## src/tif_defs.svh

```systemverilog
// constants for the timer interrupt flag and enable block
// assumes an 8-bit register port with one-cycle read latency
// Function
// u3 capture request when its enable, global enable and flag are all set.
// u3 compare-A request when its enable, global enable and flag are set.
// u3 compare-B request when its enable, global enable and flag are set.
// u3 overflow request when its enable, global enable and flag are set.
// u3 compare-C request when its enable, global enable and flag are set.
// u1 compare-C request when its enable, global enable and flag are set.
// bits 7:6 of extended enable and flags read zero; software writes zero.
// extended enable register absent in legacy compatibility mode.
// u1 capture flag set on a u1 capture pin event.
// u1 capture flag set at top when capture register is top.
// u1 capture flag clears on vector execution or written one.
// u1 compare A/B flags set one timer clock after counter match.
// u1 force strobes A/B never set compare flags.
// u1 compare A/B flags clear on vector execution or written one.
// u1 overflow flag set on overflow in normal and clear-on-compare modes.
// u1 overflow flag clears on vector execution or written one.
// u3 capture flag set on a u3 capture pin event.
// u3 capture flag set at top when capture register is top.
// u3 capture flag clears on vector execution or written one.
// u3 compare A/B flags set one timer clock after counter match.
// u3 force strobes A/B never set compare flags.
// u3 compare A/B flags clear on vector execution or written one.
// u3 overflow flag set on overflow; clears on vector or written one.
// compare-C flags set after match, not by force; clear on vector or one.
// writing zero to a flag bit leaves that flag unchanged.
`ifndef TIF_DEFS_SVH
`define TIF_DEFS_SVH
`define TIF_ADDR_ENABLE     4'h0
`define TIF_ADDR_FLAGS      4'h1
`define TIF_ADDR_EXT_ENABLE 4'h2
`define TIF_ADDR_EXT_FLAGS  4'h3
`define TIF_RESET_BYTE      8'h00
`define TIF_BIT_CAPTURE     5
`define TIF_BIT_CMPA        4
`define TIF_BIT_CMPB        3
`define TIF_BIT_OVERFLOW    2
`define TIF_BIT_U3_CMPC     1
`define TIF_BIT_U1_CMPC     0
`define TIF_EXT_USED_MASK   8'h3f
`define TIF_MAIN_USED_MASK  8'h3c
`endif

```

## src/tif_pkg.sv

```systemverilog
// types for the timer interrupt flag and enable block
// assumes the constants header beside it
package tif_pkg;
  typedef logic [7:0] tif_byte_t;
  typedef logic [3:0] tif_addr_t;
  // one bit per request line, index is the request number
  typedef logic [9:0] tif_vec_t;
endpackage : tif_pkg
```

## src/tif_irq.sv

```systemverilog
// flags and enables for counter units 1 and 3 with request outputs
// assumes event strobes come from clock-domain logic, one cycle each
`timescale 1ns/1ps
`include "tif_defs.svh"
module tif_irq (
  // clock and reset
  input  wire logic           clock,
  input  wire logic           rst,
  // register port
  input  wire tif_pkg::tif_addr_t addr,
  input  wire tif_pkg::tif_byte_t wdata,
  input  wire logic           wr,
  input  wire logic           rd,
  output      tif_pkg::tif_byte_t rdata,
  // mode straps and core state
  input  wire logic           legacy_mode,
  input  wire logic           global_irq_en,
  // timer clock enable, one pulse per timer tick
  input  wire logic           timer_tick,
  // unit 1 events
  input  wire logic           u1_capture_event,
  input  wire logic           u1_capture_is_top,
  input  wire logic           u1_at_top,
  input  wire logic           u1_match_a,
  input  wire logic           u1_match_b,
  input  wire logic           u1_match_c,
  input  wire logic           u1_overflow,
  input  wire logic           u1_force_cmp_a,
  input  wire logic           u1_force_cmp_b,
  // unit 3 events
  input  wire logic           u3_capture_event,
  input  wire logic           u3_capture_is_top,
  input  wire logic           u3_at_top,
  input  wire logic           u3_match_a,
  input  wire logic           u3_match_b,
  input  wire logic           u3_match_c,
  input  wire logic           u3_overflow,
  input  wire logic           u3_force_cmp_a,
  input  wire logic           u3_force_cmp_b,
  // main enable bits for unit 1 held elsewhere
  input  wire logic [3:0]     u1_irq_en,
  // core interrupt handshake
  output      tif_pkg::tif_vec_t irq_req,
  input  wire tif_pkg::tif_vec_t irq_ack
);
  import tif_pkg::*;

  // request index: 0 u1 cap, 1 u1 a, 2 u1 b, 3 u1 ovf, 4 u3 cap,
  // 5 u3 a, 6 u3 b, 7 u3 ovf, 8 u3 c, 9 u1 c
  tif_byte_t flags;
  tif_byte_t ext_flags;
  tif_byte_t ext_enable;
  tif_byte_t next_flags;
  tif_byte_t next_ext_flags;
  tif_byte_t flag_set;
  tif_byte_t ext_flag_set;
  tif_byte_t flag_clr;
  tif_byte_t ext_flag_clr;
  logic      u1_match_a_d;
  logic      u1_match_b_d;
  logic      u1_match_c_d;
  logic      u3_match_a_d;
  logic      u3_match_b_d;
  logic      u3_match_c_d;

  function automatic logic hit(input tif_addr_t a, input tif_addr_t ref_addr);
    hit = (a == ref_addr);
  endfunction : hit

  // match seen on one tick, flag set on the next; force strobes never
  // feed this path, so they cannot set a flag
  always_ff @(posedge clock or posedge rst) begin
    if (rst) begin
      u1_match_a_d <= 1'b0;
      u1_match_b_d <= 1'b0;
      u1_match_c_d <= 1'b0;
      u3_match_a_d <= 1'b0;
      u3_match_b_d <= 1'b0;
      u3_match_c_d <= 1'b0;
    end else if (timer_tick) begin
      u1_match_a_d <= u1_match_a;
      u1_match_b_d <= u1_match_b;
      u1_match_c_d <= u1_match_c;
      u3_match_a_d <= u3_match_a;
      u3_match_b_d <= u3_match_b;
      u3_match_c_d <= u3_match_c;
    end
  end

  always_comb begin
    flag_set = 8'h00;
    // capture pin is disconnected when capture register is top
    flag_set[`TIF_BIT_CAPTURE] = u1_capture_is_top ? u1_at_top
                                                    : u1_capture_event;
    flag_set[`TIF_BIT_CMPA]     = timer_tick & u1_match_a_d;
    flag_set[`TIF_BIT_CMPB]     = timer_tick & u1_match_b_d;
    // overflow strobe is produced per the selected waveform mode upstream
    flag_set[`TIF_BIT_OVERFLOW] = u1_overflow;
    ext_flag_set = 8'h00;
    ext_flag_set[`TIF_BIT_CAPTURE] = u3_capture_is_top ? u3_at_top
                                                        : u3_capture_event;
    ext_flag_set[`TIF_BIT_CMPA]     = timer_tick & u3_match_a_d;
    ext_flag_set[`TIF_BIT_CMPB]     = timer_tick & u3_match_b_d;
    ext_flag_set[`TIF_BIT_OVERFLOW] = u3_overflow;
    ext_flag_set[`TIF_BIT_U3_CMPC]  = timer_tick & u3_match_c_d;
    ext_flag_set[`TIF_BIT_U1_CMPC]  = timer_tick & u1_match_c_d;
  end

  always_comb begin
    flag_clr = {2'b00, irq_ack[0], irq_ack[1], irq_ack[2], irq_ack[3], 2'b00};
    ext_flag_clr = {2'b00, irq_ack[4], irq_ack[5], irq_ack[6], irq_ack[7],
                    irq_ack[8], irq_ack[9]};
    // write-one clears, zeros leave the flag alone
    if (wr && hit(addr, `TIF_ADDR_FLAGS)) begin
      flag_clr = flag_clr | (wdata & `TIF_MAIN_USED_MASK);
    end
    if (wr && hit(addr, `TIF_ADDR_EXT_FLAGS)) begin
      ext_flag_clr = ext_flag_clr | (wdata & `TIF_EXT_USED_MASK);
    end
    // set wins over a clear in the same cycle
    next_flags     = ((flags & ~flag_clr) | flag_set) & `TIF_MAIN_USED_MASK;
    next_ext_flags = ((ext_flags & ~ext_flag_clr) | ext_flag_set) & `TIF_EXT_USED_MASK;
  end

  always_ff @(posedge clock or posedge rst) begin
    if (rst) begin
      flags     <= `TIF_RESET_BYTE;
      ext_flags <= `TIF_RESET_BYTE;
    end else begin
      flags     <= next_flags;
      ext_flags <= next_ext_flags;
    end
  end

  always_ff @(posedge clock or posedge rst) begin
    if (rst) begin
      ext_enable <= `TIF_RESET_BYTE;
    end else if (legacy_mode) begin
      ext_enable <= `TIF_RESET_BYTE;
    end else if (wr && hit(addr, `TIF_ADDR_EXT_ENABLE)) begin
      ext_enable <= wdata & `TIF_EXT_USED_MASK;
    end
  end

  always_ff @(posedge clock or posedge rst) begin
    if (rst) begin
      rdata <= `TIF_RESET_BYTE;
    end else if (rd) begin
      if (hit(addr, `TIF_ADDR_ENABLE)) begin
        rdata <= {2'b00, u1_irq_en, 2'b00};
      end else if (hit(addr, `TIF_ADDR_FLAGS)) begin
        rdata <= flags;
      end else if (hit(addr, `TIF_ADDR_EXT_ENABLE) && !legacy_mode) begin
        rdata <= ext_enable;
      end else if (hit(addr, `TIF_ADDR_EXT_FLAGS)) begin
        rdata <= ext_flags;
      end else begin
        rdata <= `TIF_RESET_BYTE;
      end
    end else begin
      rdata <= `TIF_RESET_BYTE;
    end
  end

  always_comb begin
    irq_req[0] = global_irq_en & u1_irq_en[3] & flags[`TIF_BIT_CAPTURE];
    irq_req[1] = global_irq_en & u1_irq_en[2] & flags[`TIF_BIT_CMPA];
    irq_req[2] = global_irq_en & u1_irq_en[1] & flags[`TIF_BIT_CMPB];
    irq_req[3] = global_irq_en & u1_irq_en[0] & flags[`TIF_BIT_OVERFLOW];
    irq_req[4] = global_irq_en & ext_enable[`TIF_BIT_CAPTURE]
                 & ext_flags[`TIF_BIT_CAPTURE];
    irq_req[5] = global_irq_en & ext_enable[`TIF_BIT_CMPA]
                 & ext_flags[`TIF_BIT_CMPA];
    irq_req[6] = global_irq_en & ext_enable[`TIF_BIT_CMPB]
                 & ext_flags[`TIF_BIT_CMPB];
    irq_req[7] = global_irq_en & ext_enable[`TIF_BIT_OVERFLOW]
                 & ext_flags[`TIF_BIT_OVERFLOW];
    irq_req[8] = global_irq_en & ext_enable[`TIF_BIT_U3_CMPC]
                 & ext_flags[`TIF_BIT_U3_CMPC];
    irq_req[9] = global_irq_en & ext_enable[`TIF_BIT_U1_CMPC]
                 & ext_flags[`TIF_BIT_U1_CMPC];
  end

endmodule : tif_irq

```

## config.mk

```make
export PLATFORM = sky130hd
export DESIGN_NAME = tif_irq
export DESIGN_NICKNAME = d
export VERILOG_FILES = /design/src/tif_pkg.sv /design/src/tif_irq.sv
export VERILOG_INCLUDE_DIRS = /design/src
export SDC_FILE = /design/constraint.sdc
export NUM_CORES = 1
export LEC_CHECK = 0
export ABC_AREA = 1
export BUFFER_PORTS_ARGS = -buffer_cell sky130_fd_sc_hd__buf_2
export CORE_MARGIN = 8
export CORE_UTILIZATION = 41
export CTS_CLUSTER_SIZE = 24
export DETAILED_ROUTE_END_ITERATION = 10
export GPL_ROUTABILITY_DRIVEN = 0
export GPL_TIMING_DRIVEN = 0
export PLACE_DENSITY = 0.75
export RECOVER_POWER = 100
export SYNTH_ARGS = -nofsm -noshare
export SYNTH_HDL_FRONTEND = slang
export SYNTH_SLANG_ARGS = --single-unit
```

## constraint.sdc

```tcl
create_clock -name clock -period 0.8 [get_ports clock]
set_input_delay 0.16 -clock clock [delete_from_list [all_inputs] [get_ports clock]]
set_output_delay 0.16 -clock clock [all_outputs]
set_load 0.02 [all_outputs]
```

==> results.yml, run 1 <==
critical_path:
  r2r-end: "rdata[2]$_DFF_PP0_"
  r2r-start: "ext_flags[2]$_DFF_PP0_"
  cp_data_arrival_time_ps: 1090
  required_ps: 640
  critical_path_class: "reg -> out"
  end_kind: "output port"
  reg2reg_depth: 5
  cp-startpoint: "ext_flags[2]$_DFF_PP0_"
  cp_max_fo: 2
  r2r_slack_ps: -240
  start_kind: "register"
global_routing:
  grt_max_degree: 29
  antenna_found_initial: 0
  grt_pass1_wl_mm: 7.19
  gr-total-overflow: 0
  grtUsageTotal_pct: 15.0
  grt_pass1_vias: 1599
sta:
  fin_tns_setup_ps: -6580
  fin_ws_ps: -449
  min_period_over_period_pct: 156
  relSlewSlack_pct: 58.7
  hold_viol: 28
  rsz0062_at_grt: "yes"
  setup_viol: 31
  maxSlewViolCount: 0
  hold_ws_ps: -123
  timing.fmax_mhz: 800
  period_needed_ps: 1250
  tightest_slew_ps: 618
  clock_skew_ps: 9.41
pwr:
  ir_worst_vdd_mv: 0.855
  power-per-cell-area_nw_per_um2: 1390
  power_leakage_nw: 1.19
cells_and_area:
  nets: 326
  final_cells: 320
  multi_input_area_um2: 749
  syn_to_final_growth_pct: 58.0
  antennaDiodeCount: 0
  drive_gt1_share_pct: 48.2
  regArea_um2: 701
  fillers: 262
route:
  first_pass_iters: 4
  drt-initial-drc-count: 78
  ant_nets: 0
  drc_errors: 0
  routedWlPerCell_um: 14.3
  vias: 1577
  wirelength_mm: 4.58
  viasPerCell: 4.93
cts:
  cts_tree: "yes"
  cts_max_path_buffers: 2
  clock_sinks: 28
  cts_buffers: 3
  cts_hold_buffers: 2
  cts_max_level: 1
  clockRootBuffer: "clkbuf_4"
  clk_latency_ps: 340
  clkTransAtPathRegs_ps: 160
floorplanning:
  core_um2: 3390
  rows: 21
  die_area_um2: 5770
  initial_core_util_pct: 43.5
  die_w_um: 76.0
  io_pins: 69
  die_y_um: 76.0
synthesis:
  ys_ff_latch: 28
  avgSynthCellArea_um2: 7.72
  syn_area_um2: 1470
  yosys.area.top_type: "dfrtp_1"
  yosysUniqueCellTypes: 23
  yosys_most_used_dff: "dfrtp_1"
  synth.most_common_cell: "nand2_1"
  ys_async_sr_fraction_pct: 100
  synth_top_area_share_pct: 47.5
  synthTopCellsByArea: "dfrtp_1, nand2_1, inv_1, o21ai_0, nor2_1"
  yosysWarnings: 0
  synth_edf_count: 0
  synth_seq_area_share_pct: 47.5
  netlist_top_cells_count: "nand2_1, inv_1, dfrtp_1, o21ai_0, nor2_1"
  synth_cells: 191
placed_design:
  dp_hpwl_mm: 3.08
  post-place-cells: 297
  port_buffers: 59
worst_hold_path:
  min-delay-path-class: "in -> async"
run:
  max_cap_violations: 0
outcome:
  violations: "negative hold slack, negative setup slack"
  status: "finished with violations"
[critical path, stage by stage, from the launching register on]
cell	delay (ps)
dfrtp_1	400
nand2_1	80
nor2_2	130
buf_6	140
[layer usage]
metal / share of wire [%] / global-route usage (%) / vias to the layer above
li1: - / - / 767
met1: 37 / 16.6 / 729
met2: 52 / 25.8 / 63
met3: 6.3 / 3.89 / 18
met4: 4.4 / 7.84 / 0
met5: 0 / 0 / -
[cell families (layout without fill, tap and decap cells)]
group                  count (synthesis)  count (layout)  share of synthesized area, %
and+or+nand+nor                       91              91                          28.7
buffers and inverters                 37             119                          10.4
AOI/OAI and AO/OA                     32              32                          11.7
DFF                                   28              28                          47.5
muxes                                  2               2                          1.36
other                                  1               2                         0.254
[what timing repair did]
item,CTS,global route
pin swaps,19,20
setup endpoints to repair,23,65
endpoints found under the hold margin,2,28
cloned,0,0
gates resized for setup,39,36
setup buffers,15,7
[sequential cells by signal, summed over array words and instances, names as in the netlist]
name / count
ext_enable: 6
ext_flags: 6
flags: 4
rdata: 6
u1_match_a_d: 1
u1_match_b_d: 1
u1_match_c_d: 1
u3_match_a_d: 1
u3_match_b_d: 1
u3_match_c_d: 1
[where the power goes]
| group | internal (mW) | total [mW] | switching, mW |
|---|---|---|---|
| combinational | 0.337 | 0.736 | 0.399 |
| sequential | 1.50 | 1.56 | 0.0538 |
| clock | 0.507 | 0.935 | 0.428 |
[final cells by class]
type	instances	area share, %
flip-flops and latches	28	30.1
repair buffers	78	24.9
clock buffers	3	0.967
plain buffers	4	1.67
well taps	46	2.47
inverters	33	6.45
multi-input cells	127	32.2
clock inverters	1	1.29
[per-stage QoR]
step | hold WS [ps] | power [mW] | util, % | instance area (um^2) | setup slack [ps]
detailed placement | 343 | 2.13 | 57.2 | 1940 | -400
finish | -123 | 3.23 | 68.7 | 2330 | -449
CTS | 4.62 | 3.19 | 65.9 | 2230 | -407
global route | -99.9 | 3.39 | 68.7 | 2330 | -505
global placement | 340 | 2.11 | 57.2 | 1940 | -368
floorplan | 225 | 1.90 | - | 1590 | -65.8
[placed cells by master (no fill, tap or decap), drive strengths merged]
cell type,synthesis,final
nor2,19,19
mux2i,2,2
nand4,4,4
o21ai,22,22
nor3,2,2
dlygate4sd3,0,2
a21oi,5,5
clkbuf,1,5
conb,1,2
o211ai,5,5
nand2,56,56
clkinvlp,0,1
bufinv,0,1
buf,3,78
inv,32,31
nand3b,2,2
dfrtp,28,28
nand3,8,8
clkinv,1,1
[worst max path at each step]
stage / end / slack [ps] / cells past startpoint
floorplan: flags[3]$_DFF_PP0_ / -70 / 6
global placement: flags[3]$_DFF_PP0_ / -370 / 7
detailed placement: flags[3]$_DFF_PP0_ / -400 / 7
CTS: irq_req[6] / -410 / 3
global route: irq_req[0] / -500 / 3
finish: irq_req[7] / -450 / 3
Note: power is estimated with default switching activity, not from simulation.
==> run 2: changes to the inputs <==
--- a/config.mk
+++ b/config.mk
@@ -7,7 +7,7 @@
 export NUM_CORES = 1
 export LEC_CHECK = 0
 export ABC_AREA = 1
-export BUFFER_PORTS_ARGS = -buffer_cell sky130_fd_sc_hd__buf_2
+export BUFFER_PORTS_ARGS = -buffer_cell sky130_fd_sc_hd__buf_4
 export CORE_MARGIN = 8
 export CORE_UTILIZATION = 41
 export CTS_CLUSTER_SIZE = 24
==> run 2 against run 1 <==
  * The run still ends with negative hold slack, negative setup slack left
  * Sequential share of layout area down 0.85 points
  * Worst hold slack lost 6.1 ps
  * Sequential power hardly changed
  * Maximum frequency increased by 4.6%
==> results.yml, run 2 (synthesized netlist as in run 1, its figures left out) <==
outcome:
  status: "finished with violations"
  violations: "negative hold slack, negative setup slack"
sta:
  setup_viol: 27
  fin_tns_setup_ps: -6450
  relSlewSlack_pct: 59.7
  rsz0062_at_grt: "yes"
  period_needed_ps: 1190
  min_period_over_period_pct: 149
  tightest_slew_ps: 604
  maxSlewViolCount: 0
  clock_skew_ps: 1.93
  hold_ws_ps: -129
  timing.fmax_mhz: 837
  hold_viol: 28
  fin_ws_ps: -395
floorplanning:
  rows: 21
  initial_core_util_pct: 43.5
  die_area_um2: 5770
  die_y_um: 76.0
  io_pins: 69
  core_um2: 3390
  die_w_um: 76.0
pwr:
  seqPwrFrac_pct: 53.1
  share_comb_of_total_power_pct: 27.3
  pwr-share-clk_pct: 19.6
  power_leakage_nw: 1.22
  ir_worst_vdd_mv: 0.798
  swShare_pct: 28.9
  internal_power_mw: 2.08
  power.switching_mw: 0.846
  power-per-cell-area_nw_per_um2: 1220
global_routing:
  antenna_found_initial: 0
  grtUsageTotal_pct: 14.5
  grt_max_degree: 29
  gr-total-overflow: 0
  grt_pass1_wl_mm: 7.07
  grt_pass1_vias: 1550
cts:
  clockRootBuffer: "clkbuf_4"
  cts_hold_buffers: 0
  cts_max_path_buffers: 2
  cts_buffers: 3
  cts_tree: "yes"
  clkTransAtPathRegs_ps: 140
  cts_max_level: 1
  clk_latency_ps: 320
  clock_sinks: 28
route:
  viasPerCell: 4.76
  drt-initial-drc-count: 59
  vias: 1529
  routedWlPerCell_um: 13.8
  ant_nets: 0
  wirelength_mm: 4.42
  first_pass_iters: 4
  drc_errors: 0
cells_and_area:
  stdcell_area_um2: 2400
  layout_common_cells: "buf_4, nand2_1, dfrtp_1, inv_1, buf_6"
  layout_commonest_cell: "buf_4"
  antennaDiodeCount: 0
  syn_to_final_growth_pct: 62.6
  nets: 328
  drive_gt1_share_pct: 47.6
  reg_top3: "ext_enable x6, ext_flags x6, rdata x6"
  final_cells: 321
critical_path:
  cp_cell_sequence: "inv_2, nor3_4, buf_6"
  critPathTopFamily: "flip-flops"
  reg2reg_depth: 6
  path_buf_inv: 2
  cp_slowest_cell: "dfrtp_1"
  end_kind: "output port"
  cp_data_arrival_time_ps: 1030
  required_ps: 640
  path_depth: 3
  critical_path_class: "reg -> out"
  start_kind: "register"
  cp_max_fo: 2
  critPathMaxStageDelay_ps: 390
placed_design:
  post-place-cells: 297
  place_area_um2: 2090
  port_buffers: 59
  dp_hpwl_mm: 3.14
run:
  max_cap_violations: 0
worst_hold_path:
  min-delay-path-class: "in -> async"
## run 2: cell types whose count changed in the layout (fill, tap and decap cells not counted), moves of 3 or more
cell / previous run / this run
inv_2: 8 / 5
inv_1: 20 / 23
buf_4: 14 / 61
buf_2: 39 / 0
buf_6: 24 / 20
## run 2: worst paths after layout
check                           slack, ps                startpoint                  endpoint
worst max-delay path                 -390        flags[5]$_DFF_PP0_                irq_req[0]
min in group clock                     10               u3_overflow    ext_flags[2]$_DFF_PP0_
worst min-delay path                 -130                       rst  u1_match_c_d$_DFFE_PP0P_
max in group asynchronous             580                       rst        rdata[1]$_DFF_PP0_
worst max register to register       -340    ext_flags[3]$_DFF_PP0_        rdata[3]$_DFF_PP0_
worst min register to register        520  u3_match_c_d$_DFFE_PP0P_    ext_flags[1]$_DFF_PP0_
## run 2: what timing repair did
item | 4_1_cts | 5_1_grt
setup endpoints to repair | 20 | 66
gates resized for setup | 24 | 21
endpoints found under the hold margin | 0 | 28
setup buffers | 14 | 11
pin swaps | 18 | 26
## run 2: area by class of cell
| class | count | area, um^2 |
|---|---|---|
| tap | 46 | 57.6 |
| timing repair buffer | 80 | 672 |
| buffer | 4 | 38.8 |
| clock buffer | 3 | 22.5 |
| multi-input combinational | 127 | 749 |
| fill | 264 | 993 |
| sequential | 28 | 701 |
| inverter | 33 | 155 |
## run 2: power by group through the flow
stage	Combinational, mW	Sequential (mW)	Clock (mW)
global placement	0.608	1.58	0
floorplan	0.322	1.58	0
finish	0.798	1.56	0.574
global route	0.873	1.56	0.639
CTS	0.725	1.55	0.575
detailed placement	0.618	1.58	0
## run 2: metal layers
layer  track usage (%)  up-vias  share of wire, %
met2              26.2       43                52
met3              2.95        2               5.5
met4              4.12        0              0.79
met1              16.7      710                41
met5                 0        -                 0
li1                  -      774                 -
## run 2: through the flow
stage / setup WS, ps / utilization (%) / hold WS, ps / total power [mW]
after detailed placement: -360 / 61.6 / 341 / 2.20
after global routing: -457 / 70.7 / -99.0 / 3.08
after floorplan: -65.8 / - / 225 / 1.90
final: -395 / 70.7 / -129 / 2.93
after CTS: -382 / 67.5 / 0.758 / 2.85
after global placement: -367 / 61.6 / 341 / 2.19
## run 2: worst reg2reg max path, stage by stage, from the launching register on
cell and delay [ps]:
dfrtp_1 420, buf_4 140, buf_6 110, o211ai_1 160
nand2_1 90, nand2_2 70, a21oi_2 60
